### config.mk
export PLATFORM = sky130hd
export DESIGN_NAME = hpsc_slot_regs
export DESIGN_NICKNAME = d
export VERILOG_FILES = /design/src/design/hpsc_pkg.sv /design/src/design/hpsc_slot_regs.sv
export VERILOG_INCLUDE_DIRS = /design/src /design/src/design
export SDC_FILE = /design/constraint.sdc
export NUM_CORES = 1
export LEC_CHECK = 0
export BUFFER_PORTS_ARGS = -buffer_cell sky130_fd_sc_hd__buf_2
export CORE_ASPECT_RATIO = 1.25
export CORE_MARGIN = 2
export CORE_UTILIZATION = 50
export DETAILED_ROUTE_END_ITERATION = 8
export GPL_TIMING_DRIVEN = 0
export MAX_ROUTING_LAYER = met4
export PLACE_DENSITY = 0.81
export SYNTH_ARGS = -nofsm -noshare
export SYNTH_HDL_FRONTEND = slang
export SYNTH_SLANG_ARGS = --single-unit
export TNS_END_PERCENT = 10
### constraint.sdc
create_clock -name aclk -period 1.6 [get_ports aclk]
set_input_delay 0.16 -clock aclk [delete_from_list [all_inputs] [get_ports aclk]]
set_output_delay 0.16 -clock aclk [all_outputs]
set_load 0.005 [all_outputs]
### src/design/hpsc_map.svh
// register offsets, field positions and reset values of the hot-plug slot register bank
`ifndef HPSC_MAP_SVH
`define HPSC_MAP_SVH
`define HPSC_SLOT_OFS        8'hD8
`define HPSC_DEVCAP2_OFS     8'hE4
`define HPSC_ABP_EN_BIT      0
`define HPSC_PFD_EN_BIT      1
`define HPSC_PDC_EN_BIT      3
`define HPSC_CC_EN_BIT       4
`define HPSC_HPI_EN_BIT      5
`define HPSC_AIC_LSB         6
`define HPSC_PIC_LSB         8
`define HPSC_PCC_BIT         10
`define HPSC_DLLSC_EN_BIT    12
`define HPSC_CTRL_WMASK      16'h17FB
`define HPSC_CTRL_RESET      16'h03C0
`define HPSC_ABP_BIT         16
`define HPSC_PFD_BIT         17
`define HPSC_MRLC_BIT        18
`define HPSC_PDC_BIT         19
`define HPSC_CC_BIT          20
`define HPSC_MRLS_BIT        21
`define HPSC_PDS_BIT         22
`define HPSC_DLLSC_BIT       24
`define HPSC_DEVCAP2_VALUE   32'h00040800
`endif

### src/design/hpsc_pkg.sv
// types shared by the hot-plug slot register bank
package hpsc_pkg;
	typedef enum logic [1:0] {HPSC_IND_RSVD, HPSC_IND_ON, HPSC_IND_BLINK, HPSC_IND_OFF} hpsc_ind_t;
	typedef enum logic [1:0] {HPSC_RESP_OKAY = 2'h0, HPSC_RESP_SLVERR = 2'h2} hpsc_resp_t;
endpackage

### src/design/hpsc_slot_regs.sv
// hot-plug slot control and status registers with axi4-lite access
//
// Implementation choice: the AXI4-Lite register port.
`timescale 1ns/1ps
`include "hpsc_map.svh"
// Contract
// button event gated by control bit 0
// power fault event gated by bit 1
// presence change event gated by bit 3
// command completion gated by bit 4, interrupt only
// bit 5 master enable for hot-plug interrupt
// attention indicator field 7:6, resets off
// attention field write sends indicator message
// power indicator field 9:8, resets off
// power field write sends indicator message
// bit 10 drives slot power off request
// bit 12 enables link-active change notification
// button pressed flag, write one clears
// power fault flag, write one clears
// latch sensor changed flag, read only
// presence changed flag, write one clears
// command completed flag, write one clears
// bit 21 shows live latch sensor
// bit 22 presence, one without slot
// presence reset value inverts the strap
// link-active change flag, write one clears
// second capabilities bit 11 reads one
// capabilities bits 19:18 read 01b, others zero
// interrupt while enabled flags pending
// reserved bits read zero, ignore writes
module hpsc_slot_regs
(
	input  wire logic        aclk,
	input  wire logic        aresetn,
	input  wire logic [7:0]  s_axi_awaddr,
	input  wire logic        s_axi_awvalid,
	output logic             s_axi_awready,
	input  wire logic [31:0] s_axi_wdata,
	input  wire logic [3:0]  s_axi_wstrb,
	input  wire logic        s_axi_wvalid,
	output logic             s_axi_wready,
	output logic [1:0]       s_axi_bresp,
	output logic             s_axi_bvalid,
	input  wire logic        s_axi_bready,
	input  wire logic [7:0]  s_axi_araddr,
	input  wire logic        s_axi_arvalid,
	output logic             s_axi_arready,
	output logic [31:0]      s_axi_rdata,
	output logic [1:0]       s_axi_rresp,
	output logic             s_axi_rvalid,
	input  wire logic        s_axi_rready,
	input  wire logic        slot_implemented,
	input  wire logic        card_presence_strap,
	input  wire logic        attn_button_pin,
	input  wire logic        power_fault_pin,
	input  wire logic        latch_open_pin,
	input  wire logic        cmd_done_pin,
	input  wire logic        link_active,
	output logic             hotplug_irq,
	output logic             hotplug_wake,
	output logic             dll_notify,
	output logic [1:0]       attn_indicator,
	output logic [1:0]       power_indicator,
	output logic             slot_power_off,
	output logic             attn_msg_send,
	output logic             power_msg_send
);
	// --------------------------------------------------------------
	// pin synchronisers and edge detection
	// --------------------------------------------------------------
	// slot pins are asynchronous; only the second stage is looked at
	logic [4:0] sync1_reg;
	logic [4:0] sync2_reg;
	logic [4:0] prev_reg;
	logic       prim_reg;
	always_ff @(posedge aclk)
	begin
		if (!aresetn)
		begin
			sync1_reg <= 5'h00;
			sync2_reg <= 5'h00;
		end
		else
		begin
			sync1_reg <= {card_presence_strap, cmd_done_pin, latch_open_pin, power_fault_pin, attn_button_pin};
			sync2_reg <= sync1_reg;
		end
	end
	wire btn_s    = sync2_reg[0];
	wire pfault_s = sync2_reg[1];
	wire latch_s  = sync2_reg[2];
	wire cmd_s    = sync2_reg[3];
	wire card_presence_strap_s  = ~sync2_reg[4];
	wire pres_s   = card_presence_strap_s | ~slot_implemented;
	// link_active comes from the port's own logic on aclk, so it is not synchronised
	logic link_prev_reg;
	always_ff @(posedge aclk)
	begin
		if (!aresetn)
		begin
			prev_reg      <= 5'h00;
			prim_reg      <= 1'b1;
			link_prev_reg <= 1'b0;
		end
		else
		begin
			prev_reg      <= {card_presence_strap_s, sync2_reg[3:0]};
			prim_reg      <= 1'b0;
			link_prev_reg <= link_active;
		end
	end
	// the first cycle after release only primes history, so a strap reading present is not seen as a change; one reading empty still is
	wire ev_btn    = btn_s & ~prev_reg[0] & ~prim_reg;
	wire ev_pfault = pfault_s & ~prev_reg[1] & ~prim_reg;
	wire ev_latch  = (latch_s ^ prev_reg[2]) & ~prim_reg;
	wire ev_cmd    = cmd_s & ~prev_reg[3] & ~prim_reg;
	wire ev_pres   = (card_presence_strap_s ^ prev_reg[4]) & ~prim_reg & slot_implemented;
	wire ev_link   = (link_active ^ link_prev_reg) & ~prim_reg;

	// --------------------------------------------------------------
	// axi4-lite handshake
	// --------------------------------------------------------------
	logic        aw_held_reg;
	logic        w_held_reg;
	logic [7:0]  awaddr_reg;
	logic [31:0] wdata_reg;
	logic [3:0]  wstrb_reg;
	assign s_axi_awready = ~aw_held_reg & ~s_axi_bvalid;
	assign s_axi_wready  = ~w_held_reg & ~s_axi_bvalid;
	wire aw_fire = s_axi_awvalid & s_axi_awready;
	wire w_fire  = s_axi_wvalid & s_axi_wready;
	wire aw_have = aw_held_reg | aw_fire;
	wire w_have  = w_held_reg | w_fire;
	wire wr_go   = aw_have & w_have & ~s_axi_bvalid;
	wire [7:0]  wr_addr = aw_held_reg ? awaddr_reg : s_axi_awaddr;
	wire [31:0] wr_data = w_held_reg ? wdata_reg : s_axi_wdata;
	wire [3:0]  wr_strb = w_held_reg ? wstrb_reg : s_axi_wstrb;
	wire wr_slot = wr_go & (wr_addr[7:2] == `HPSC_SLOT_OFS >> 2);
	wire wr_cap  = wr_go & (wr_addr[7:2] == `HPSC_DEVCAP2_OFS >> 2);
	// control lives in the low half, status in the high half of the same word
	wire [15:0] ctrl_wmask = {{8{wr_strb[1]}}, {8{wr_strb[0]}}} & `HPSC_CTRL_WMASK;
	wire [15:0] sts_w1c    = {{8{wr_strb[3]}}, {8{wr_strb[2]}}} & wr_data[31:16] & {16{wr_slot}};
	wire attn_wr = wr_slot & wr_strb[0];
	wire pwr_wr  = wr_slot & wr_strb[1];
	always_ff @(posedge aclk)
	begin
		if (!aresetn)
		begin
			aw_held_reg  <= 1'b0;
			w_held_reg   <= 1'b0;
			awaddr_reg   <= 8'h00;
			wdata_reg    <= 32'h00000000;
			wstrb_reg    <= 4'h0;
			s_axi_bvalid <= 1'b0;
			s_axi_bresp  <= 2'h0;
		end
		else
		begin
			if (aw_fire)
				awaddr_reg <= s_axi_awaddr;
			if (w_fire)
			begin
				wdata_reg <= s_axi_wdata;
				wstrb_reg <= s_axi_wstrb;
			end
			aw_held_reg <= aw_have & ~wr_go;
			w_held_reg  <= w_have & ~wr_go;
			if (wr_go)
			begin
				s_axi_bvalid <= 1'b1;
				s_axi_bresp  <= (wr_slot | wr_cap) ? hpsc_pkg::HPSC_RESP_OKAY : hpsc_pkg::HPSC_RESP_SLVERR;
			end
			else if (s_axi_bready)
				s_axi_bvalid <= 1'b0;
		end
	end

	// --------------------------------------------------------------
	// slot control and status
	// --------------------------------------------------------------
	logic [15:0] ctrl_reg;
	logic        abp_reg;
	logic        pfd_reg;
	logic        mrlc_reg;
	logic        pdc_reg;
	logic        cc_reg;
	logic        dllsc_reg;
	logic        pres_reg;
	wire [15:0] ctrl_next = (ctrl_reg & ~ctrl_wmask) | (wr_data[15:0] & ctrl_wmask);
	always_ff @(posedge aclk)
	begin
		if (!aresetn)
		begin
			ctrl_reg       <= `HPSC_CTRL_RESET;
			abp_reg        <= 1'b0;
			pfd_reg        <= 1'b0;
			mrlc_reg       <= 1'b0;
			pdc_reg        <= 1'b0;
			cc_reg         <= 1'b0;
			dllsc_reg      <= 1'b0;
			attn_msg_send  <= 1'b0;
			power_msg_send <= 1'b0;
		end
		else
		begin
			if (wr_slot)
				ctrl_reg <= ctrl_next;
			attn_msg_send  <= attn_wr;
			power_msg_send <= pwr_wr;
			// a new event beats a write-one-clear in the same cycle
			abp_reg   <= ev_btn | (abp_reg & ~sts_w1c[`HPSC_ABP_BIT-16]);
			pfd_reg   <= ev_pfault | (pfd_reg & ~sts_w1c[`HPSC_PFD_BIT-16]);
			mrlc_reg  <= ev_latch | mrlc_reg;
			pdc_reg   <= ev_pres | (pdc_reg & ~sts_w1c[`HPSC_PDC_BIT-16]);
			cc_reg    <= ev_cmd | (cc_reg & ~sts_w1c[`HPSC_CC_BIT-16]);
			dllsc_reg <= ev_link | (dllsc_reg & ~sts_w1c[`HPSC_DLLSC_BIT-16]);
		end
	end
	// presence state: reset value is the inverse of the strap, taken once the synchroniser settles
	always_ff @(posedge aclk)
	begin
		if (!aresetn)
			pres_reg <= 1'b0;
		else
			pres_reg <= pres_s;
	end

	// --------------------------------------------------------------
	// outputs and interrupt
	// --------------------------------------------------------------
	assign attn_indicator  = ctrl_reg[`HPSC_AIC_LSB+1:`HPSC_AIC_LSB];
	assign power_indicator = ctrl_reg[`HPSC_PIC_LSB+1:`HPSC_PIC_LSB];
	assign slot_power_off  = ctrl_reg[`HPSC_PCC_BIT];
	wire gate_abp   = abp_reg & ctrl_reg[`HPSC_ABP_EN_BIT];
	wire gate_pfd   = pfd_reg & ctrl_reg[`HPSC_PFD_EN_BIT];
	wire gate_pdc   = pdc_reg & ctrl_reg[`HPSC_PDC_EN_BIT];
	wire gate_cc    = cc_reg & ctrl_reg[`HPSC_CC_EN_BIT];
	wire gate_dllsc = dllsc_reg & ctrl_reg[`HPSC_DLLSC_EN_BIT];
	wire hp_en      = ctrl_reg[`HPSC_HPI_EN_BIT];
	// command completion never wakes the system
	assign hotplug_irq  = hp_en & (gate_abp | gate_pfd | gate_pdc | gate_cc | gate_dllsc);
	// the master enable gates only the interrupt, so a wake still follows its own enables
	assign hotplug_wake = gate_abp | gate_pfd | gate_pdc | gate_dllsc;
	assign dll_notify   = gate_dllsc;

	// --------------------------------------------------------------
	// read path
	// --------------------------------------------------------------
	wire [15:0] sts_word = {7'h00, dllsc_reg, 1'b0, pres_reg, latch_s, cc_reg, pdc_reg, mrlc_reg, pfd_reg, abp_reg};
	wire rd_slot = s_axi_araddr[7:2] == `HPSC_SLOT_OFS >> 2;
	wire rd_cap  = s_axi_araddr[7:2] == `HPSC_DEVCAP2_OFS >> 2;
	wire [31:0] rd_word = rd_slot ? {sts_word, ctrl_reg & `HPSC_CTRL_WMASK} :
		(rd_cap ? `HPSC_DEVCAP2_VALUE : 32'h00000000);
	assign s_axi_arready = ~s_axi_rvalid;
	always_ff @(posedge aclk)
	begin
		if (!aresetn)
		begin
			s_axi_rvalid <= 1'b0;
			s_axi_rdata  <= 32'h00000000;
			s_axi_rresp  <= 2'h0;
		end
		else if (s_axi_arvalid & s_axi_arready)
		begin
			s_axi_rvalid <= 1'b1;
			s_axi_rdata  <= rd_word;
			s_axi_rresp  <= (rd_slot | rd_cap) ? hpsc_pkg::HPSC_RESP_OKAY : hpsc_pkg::HPSC_RESP_SLVERR;
		end
		else if (s_axi_rready)
			s_axi_rvalid <= 1'b0;
	end
endmodule

Word-level counts from Yosys, hierarchy flattened
Cells that the tools add are included.
{ "op_classes": {"n_bitwise": 75, "mux": 12, "n_eq_ne": 4, "reduce_logical": 2} }
{ "op_table": {"columns": ["operator", "n"], "rows": [
  ["$mux W25", 2],
  ["$and A1 B1 Y1", 34],
  ["$eq A6 B6 Y1 const B", 4],
  ["$mux W19", 1],
  ["$and A9 B9 Y9", 2],
  ["$and A16 B13 Y16", 1],
  ["$and A16 B16 Y16", 1],
  ["$not A1 Y1", 16],
  ["$not A13 Y16", 1],
  ["$or A1 B1 Y1", 16],
  ["$or A16 B16 Y16", 1],
  ["$mux W8", 1],
  ["$mux W1", 5],
  ["$mux W2", 2],
  ["$mux W4", 1],
  ["$reduce_bool A2 Y1", 2],
  ["$xor A1 B1 Y1", 3]
]} }
{ "totals": {"out_inout_bits": 51, "in_bits": 66, "word_cells": 118, "reg_bits": 119} }

Longest topological paths before layout
Gate-level depths: netlist of the first run.
{ "logic_depth": {"depth_word": 11, "mapped_depth": 6, "ltp_nobuf": 4} }

Least setup slack after synthesis of the first run
Ideal clock, no wire load.
{ "synth_timing": {"path_type": "register to register", "start": "register aw_held_reg", "end": "register (tool-made name)", "setup_ps": 140, "stages_incl_launch_ff": 7, "required_ps": 1460, "path_slack_ps": 225, "synth_period_minus_slack_ps": 1375, "path_buffers": 2, "t_arrival_ps": 1235, "cell_sequence": "dfxtp_1 -> buf_6 -> and3b_2 -> o211a_1 -> buf_6 -> a311oi_1 -> a41oi_1"} }
{ "synth_lines": {"columns": ["element", "line", "text"], "rows": [
  ["start: declaration", "hpsc_slot_regs.sv:123", "logic aw_held_reg;"],
  ["start signal: assignment", "hpsc_slot_regs.sv:166", "aw_held_reg <= aw_have & ~wr_go;"]
]} }

Worst setup path in the final report of the first run
{ "layout_timing": {"start": "register abp_reg", "end": "output hotplug_irq"} }
{ "layout_between": {"elab_chain_len": 6} }
{ "layout_rtl": {"columns": ["element", "line", "text"], "rows": [
  ["start: declaration", "hpsc_slot_regs.sv:182", "logic abp_reg;"],
  ["start signal: assignment", "hpsc_slot_regs.sv:211", "abp_reg <= ev_btn | (abp_reg & ~sts_w1c[`HPSC_ABP_BIT-16]);"],
  ["$and A1 B1 Y1", "hpsc_slot_regs.sv:234", "wire gate_abp = abp_reg & ctrl_reg[`HPSC_ABP_EN_BIT];"],
  ["$or A1 B1 Y1 (4 in a row)", "hpsc_slot_regs.sv:241", "assign hotplug_irq = hp_en & (gate_abp | gate_pfd | gate_pdc | gate_cc | gate_dllsc);"],
  ["$and A1 B1 Y1", "hpsc_slot_regs.sv:241", null],
  ["end: declaration", "hpsc_slot_regs.sv:59", "output logic hotplug_irq,"]
]} }
Every way passes these cells.

==> flow_metrics.tcl, run 1 <==
set metrics [dict create \
    min_path_type "input pin to register" \
    fin_area_mm2 0.004443 \
    synth_area_per_cell_um2 8.847 \
    ys_warn_count 0 \
    synth_area_mm2 0.003610 \
    grt_pass1_vias 2903 \
    syn_inst 408 \
    worstSetupPathType "register to output port" \
    pre_cts_ws_ns 0.01846 \
    yosysUniqueCellTypes 44 \
    arrival_ns 1.47 \
    final_nets 581 \
    p_leak_nw 1.916 \
    vias 3144 \
    ios 117 \
    cts_tree "yes" \
    yosysTopAreaCell "dfxtp_1" \
    cts_buffers 9 \
    fin_crit_sh_pct 101.9 \
    vias_per_cell 5.154 \
    insertion_delay_ns 0.35 \
    status "finished, violations left" \
    antenna_found_initial 0 \
    gr-usage-all-layers_pct 22.03 \
    grt_max_degree 15 \
    cts.sinks 89 \
    ys_seq_area_share_pct 49.36 \
    violations "negative setup slack" \
    critPathCaptureType "output port" \
    synth_top_area_share_pct 49.36 \
    finalSetupViolCount 1 \
    grt_overflow 0 \
    yosys-top-cells-area "dfxtp_1, nand2_1, a21oi_1" \
    power.density_mw_per_mm2 1058 \
    syn2layout_area_growth_pct 23.08 \
    slew_viol_final 0 \
    antenna_cells 0 \
    synth-seq-cells 89 \
    worst_ep_required_time_ns 1.44 \
    clockRootBuffer "clkbuf_8" \
    worst_pin_slew_ns 0.5977 \
    start_util_pct 51.74 \
    max-clock-path-buffers 2 \
    die_x_um 80.00 \
    core_area_mm2 0.006977 \
    finalSetupTns_ns -0.03036 \
    rsz0062_at_grt "true" \
    rows 34 \
    grt_pass1_wl_mm 13.19 \
    fin_ws_ns -0.03036 \
    dieArea_mm2 0.007919 \
    drt-initial-drc-count 145 \
    wirelength_mm 8.302 \
    drc 0 \
    drtAntennaViolNets 0 \
    hold_violations 0 \
    ir_drop_mv 0.5760 \
    skew_ns 0.008229 \
    place_hpwl_mm 6.296 \
    io_buffers 81 \
    wire_per_inst_um 13.61 \
    htreeDepth 3 \
    max_freq_mhz 613.4 \
    utilization_pct 63.68 \
    slew_headroom_pct 60.15 \
    min_period_ns 1.630 \
    dr.pass1.iters 4 \
    gp_congestion 0.8672 \
    cp_max_fo 3 \
    chipHeight_um 99.00 \
    cap_violations 0 \
    placed_cell_area_mm2 0.004177 \
    start_kind "register" \
    drive_above_1_share_pct 26.73 \
    clk_pin_slew_ns 0.08 \
]
## worst paths after layout
| path | from | endpoint | slack [ns] | depth (start not counted) |
|---|---|---|---|---|
| setup / recovery | abp_reg | hotplug_irq | -0.03 | 5 |
| hold reg to reg | sync1_reg[3] | sync2_reg[3] | 0.44 | 1 |
| hold / removal | power_fault_pin | sync1_reg[1] | 0.01 | 2 |
| setup reg to reg | aw_held_reg | register | 0.09 | 6 |
## critical path, stage by stage (launching register included)
cell	delay, ns
dfxtp_2	0.34
a22o_1	0.23
a211o_1	0.27
a21oi_2	0.11
nor2b_1	0.06
buf_2	0.12
## report_power, final
group / switching, mW / internal [mW] / leakage, nW
logic: 0.334 / 0.259 / 1.07
clock network: 0.762 / 0.969 / 0.117
registers: 0.0574 / 2.32 / 0.729
## placed cells by master, fill, tap and decap left out, drive strengths merged, types with 2 or more instances in the layout
master and count:
nor3b 5, and4bb 2, buf 112, nor2b 4, inv 5, dfxtp 89, bufinv 2, conb 14
o21ai 7, clkbuf 24, nand3 6, nand4b 2, a21oi 56, a41oi 2, and3 2, a31oi 8
xnor2 2, and2 19, dlygate4sd3 2, a211oi 3, mux2i 18, nand2 81, nor4bb 2, nor2 24
mux2 3, and3b 2, a311oi 9, nand3b 4
## repair_timing
action / CTS / global route
hold buffers: 2 / 0
endpoints found under the hold margin: 2 / 0
pin swaps: 0 / 0
setup endpoints to repair: 1 / 3
resized for setup: 1 / 3
buffers inserted: 0 / 0
cloned: 0 / 0
## stage by stage
| step | hold WS [ns] | cells | total power, mW |
|---|---|---|---|
| finish | 0.01440 | 610 | 4.701 |
| global route | 0.01278 | 610 | 4.894 |
| CTS | 0.004661 | 610 | 4.721 |
| detailed placement | 0.3589 | 592 | 3.011 |
| global placement | 0.3498 | 592 | 2.989 |
| floorplan | 0.2559 | 421 | 2.809 |
## cell families after synthesis
family / Yosys count / share of synthesized area (%)
mux: 21 / 6.135
compound gates: 91 / 15.11
simple gates: 156 / 20.76
xor+xnor: 3 / 0.7280
buf+inv: 47 / 7.799
other cells: 1 / 0.1039
flops: 89 / 49.36
## area by class of cell
cell class	count	area (µm²)
Inverter	4	15.01
Sequential cell	89	1783
Tap cell	90	112.6
Fill cell	621	2534
Timing Repair Buffer	83	425.4
Buffer	43	266.5
Clock inverter	4	73.82
Multi-Input combinational cell	285	1612
Clock buffer	12	155.1
## per-layer routing
layer	global-route usage (%)	share of wire, %
met5	-	0
met1	25.64	42
met4	11.99	2.0
met3	3.571	6.9
met2	35.90	50
## cell usage after synthesis (all sizes together)
| cell type | n |
|---|---|
| a211o | 1 |
| a211oi | 3 |
| a21oi | 56 |
| a22o | 1 |
| a311oi | 9 |
| a31oi | 8 |
| a41oi | 2 |
| and2 | 19 |
| and3 | 2 |
| and3b | 2 |
| and4bb | 2 |
| buf | 31 |
| clkbuf | 12 |
| conb | 1 |
| dfxtp | 89 |
| inv | 4 |
| mux2 | 3 |
| mux2i | 18 |
| nand2 | 81 |
| nand2b | 1 |
| nand3 | 6 |
| nand3b | 4 |
| nand4b | 2 |
| nor2 | 24 |
| nor2b | 4 |
| nor3 | 1 |
| nor3b | 5 |
| nor4bb | 2 |
| o211a | 1 |
| o211ai | 1 |
| o21ai | 7 |
| o22a | 1 |
| o31ai | 1 |
| or3 | 1 |
| xnor2 | 2 |
| xor2 | 1 |
(Power assumes the default switching activity.)
==> run 2: changes to the inputs <==
--- a/config.mk
+++ b/config.mk
@@ -8,7 +8,7 @@
 export LEC_CHECK = 0
 export BUFFER_PORTS_ARGS = -buffer_cell sky130_fd_sc_hd__buf_2
 export CORE_ASPECT_RATIO = 1.25
-export CORE_MARGIN = 2
+export CORE_MARGIN = 5
 export CORE_UTILIZATION = 50
 export DETAILED_ROUTE_END_ITERATION = 8
 export GPL_TIMING_DRIVEN = 0
==> flow_metrics.tcl, run 2 (synthesized netlist as in run 1, its figures left out) <==
set metrics [dict create \
    reg2reg_slack_ns 0.08 \
    final_cells 613 \
    top_usage_layer "met2" \
    cts_tree "yes" \
    core_area_mm2 0.007019 \
    finalSetupViolCount 1 \
    slew_viol_final 0 \
    min_path_type "input pin to register" \
    final_common_cell "buf_2" \
    grt_pass1_vias 3099 \
    fin_area_mm2 0.004410 \
    io_buffers 81 \
    antenna_found_initial 0 \
    cts.sinks 89 \
    critPathCaptureType "output port" \
    worst_pin_slew_ns 0.6029 \
    chipHeight_um 105.0 \
    slew_headroom_pct 59.80 \
    p_leak_nw 1.907 \
    dr.pass1.iters 4 \
    final_cell_mix "buf_2, dfxtp_1, nand2_1, a21oi_1" \
    antenna_cells 0 \
    clockRootBuffer "clkbuf_8" \
    hold_violations 0 \
    final_nets 584 \
    start_util_pct 51.43 \
    power.density_mw_per_mm2 988.5 \
    fin_ws_ns -0.005862 \
    status "finished, violations left" \
    cts_buffers 9 \
    use_met3_pct 3.780 \
    min_from "slot_implemented" \
    gp_congestion 0.8438 \
    dieArea_mm2 0.009029 \
    cap_violations 0 \
    rows 34 \
    max_freq_mhz 622.7 \
    grt_pass1_wl_mm 14.11 \
    syn2layout_area_growth_pct 22.18 \
    drc 0 \
    fin_crit_sh_pct 100.4 \
    clk_pin_slew_ns 0.08 \
    drt-initial-drc-count 188 \
    power.total_mw 4.360 \
    arrival_ns 1.45 \
    placed_cell_area_mm2 0.004177 \
    met1_usage_pct 23.51 \
    cp_max_fo 2 \
    swShare_pct 27.01 \
    hold_path_end "pres_reg" \
    hold_depth 2 \
    reg2reg_from "aw_held_reg" \
    place_inst 592 \
    start_kind "register" \
    intPower_mw 3.182 \
    htreeDepth 3 \
    rsz0062_at_grt "true" \
    worstSetupPathType "register to output port" \
    drive_above_1_share_pct 27.92 \
    wire_per_inst_um 14.43 \
    ir_drop_mv 0.6487 \
    insertion_delay_ns 0.36 \
    max-clock-path-buffers 2 \
    clkPwrFrac_pct 31.7 \
    vias_per_cell 5.230 \
    violations "negative setup slack" \
    comb_power_share_pct 13.8 \
    place_hpwl_mm 6.690 \
    grt_max_degree 15 \
    drtAntennaViolNets 0 \
    use_met2_pct 32.58 \
    min_period_ns 1.606 \
    ios 117 \
    grt_overflow 0 \
    die_x_um 86.00 \
    power.switching_mw 1.177 \
    reg2reg_depth 6 \
    p_seq_share_pct 54.5 \
    worst_ep_required_time_ns 1.44 \
    gr-usage-all-layers_pct 20.13 \
    skew_ns 0.007309 \
    wirelength_mm 8.848 \
    vias 3206 \
]
==> run 2: cell count changes in the layout (fill, tap and decap cells not counted) <==
cell / before / now
inv_6: 1 / 0
dlygate4sd3_1: 2 / 1
dfxtp_1: 88 / 85
buf_4: 19 / 23
bufinv_16: 2 / 0
clkinv_2: 1 / 3
clkinvlp_4: 0 / 1
dfxtp_2: 1 / 4
clkinv_4: 0 / 1
clkbuf_8: 11 / 10
==> run 2: area by class of cell <==
class | instances | area [µm²]
clock buffer | 11 | 141.4
timing repair buffer | 86 | 445.4
buffer | 43 | 266.5
sequential | 89 | 1787
clock inverter | 5 | 31.28
inverter | 4 | 15.01
tap | 90 | 112.6
multi-input combinational | 285 | 1612
fill | 604 | 2609
==> run 2: worst max-delay path by stage <==
| stage | slack, ns | endpoint |
|---|---|---|
| 2_1_floorplan | 0.22 | register |
| 3_5_place_dp | 0.06 | awaddr_reg[3] |
| 6_report | -0.006 | hotplug_irq |
| 3_3_place_gp | 0.13 | attn_msg_send |
| 5_1_grt | -0.05 | hotplug_irq |
| 4_1_cts | -0.07 | hotplug_irq |
==> run 2: timing repair <==
action                                 CTS  global route
buffers inserted                         3             1
endpoints found under the hold margin    1             0
hold buffers                             1             0
pin swaps                                2             1
setup endpoints to repair                1             4
resized for setup                        3             4
==> run 2: routing by layer <==
layer | share of wire, % | vias up
met2 | 49 | 127
met5 | 0 | -
li1 | - | 1579
met1 | 41 | 1478
met4 | 2.5 | 0
met3 | 7.9 | 22
==> run 2: critical path: stages, from the launching register on <==
cell and delay, ns:
dfxtp_2 0.33, a22o_1 0.22, a211o_1 0.26, a21oi_2 0.10
nor2b_1 0.06, buf_2 0.12
==> run 2: per-stage QoR <==
stage | worst slack (ns) | utilization, % | hold slack, ns | setup TNS, ns
after global routing | -0.04996 | 62.83 | 0.005371 | -0.06152
after global placement | 0.1309 | 59.50 | 0.3502 | 0
after detailed placement | 0.05752 | 59.50 | 0.3537 | 0
after CTS | -0.07073 | 62.48 | 0.001353 | -0.07434
after floorplan | 0.2248 | - | 0.2559 | 0
final | -0.005862 | 62.83 | 0.001767 | -0.005862
==> run 2: power by group through the flow <==
stage | Sequential (mW) | Clock, mW | Combinational [mW]
after floorplan | 2.42 | 0 | 0.393
after global placement | 2.42 | 0 | 0.569
after global routing | 2.39 | 1.49 | 0.672
after detailed placement | 2.43 | 0 | 0.589
after CTS | 2.37 | 1.38 | 0.594
final | 2.38 | 1.38 | 0.602
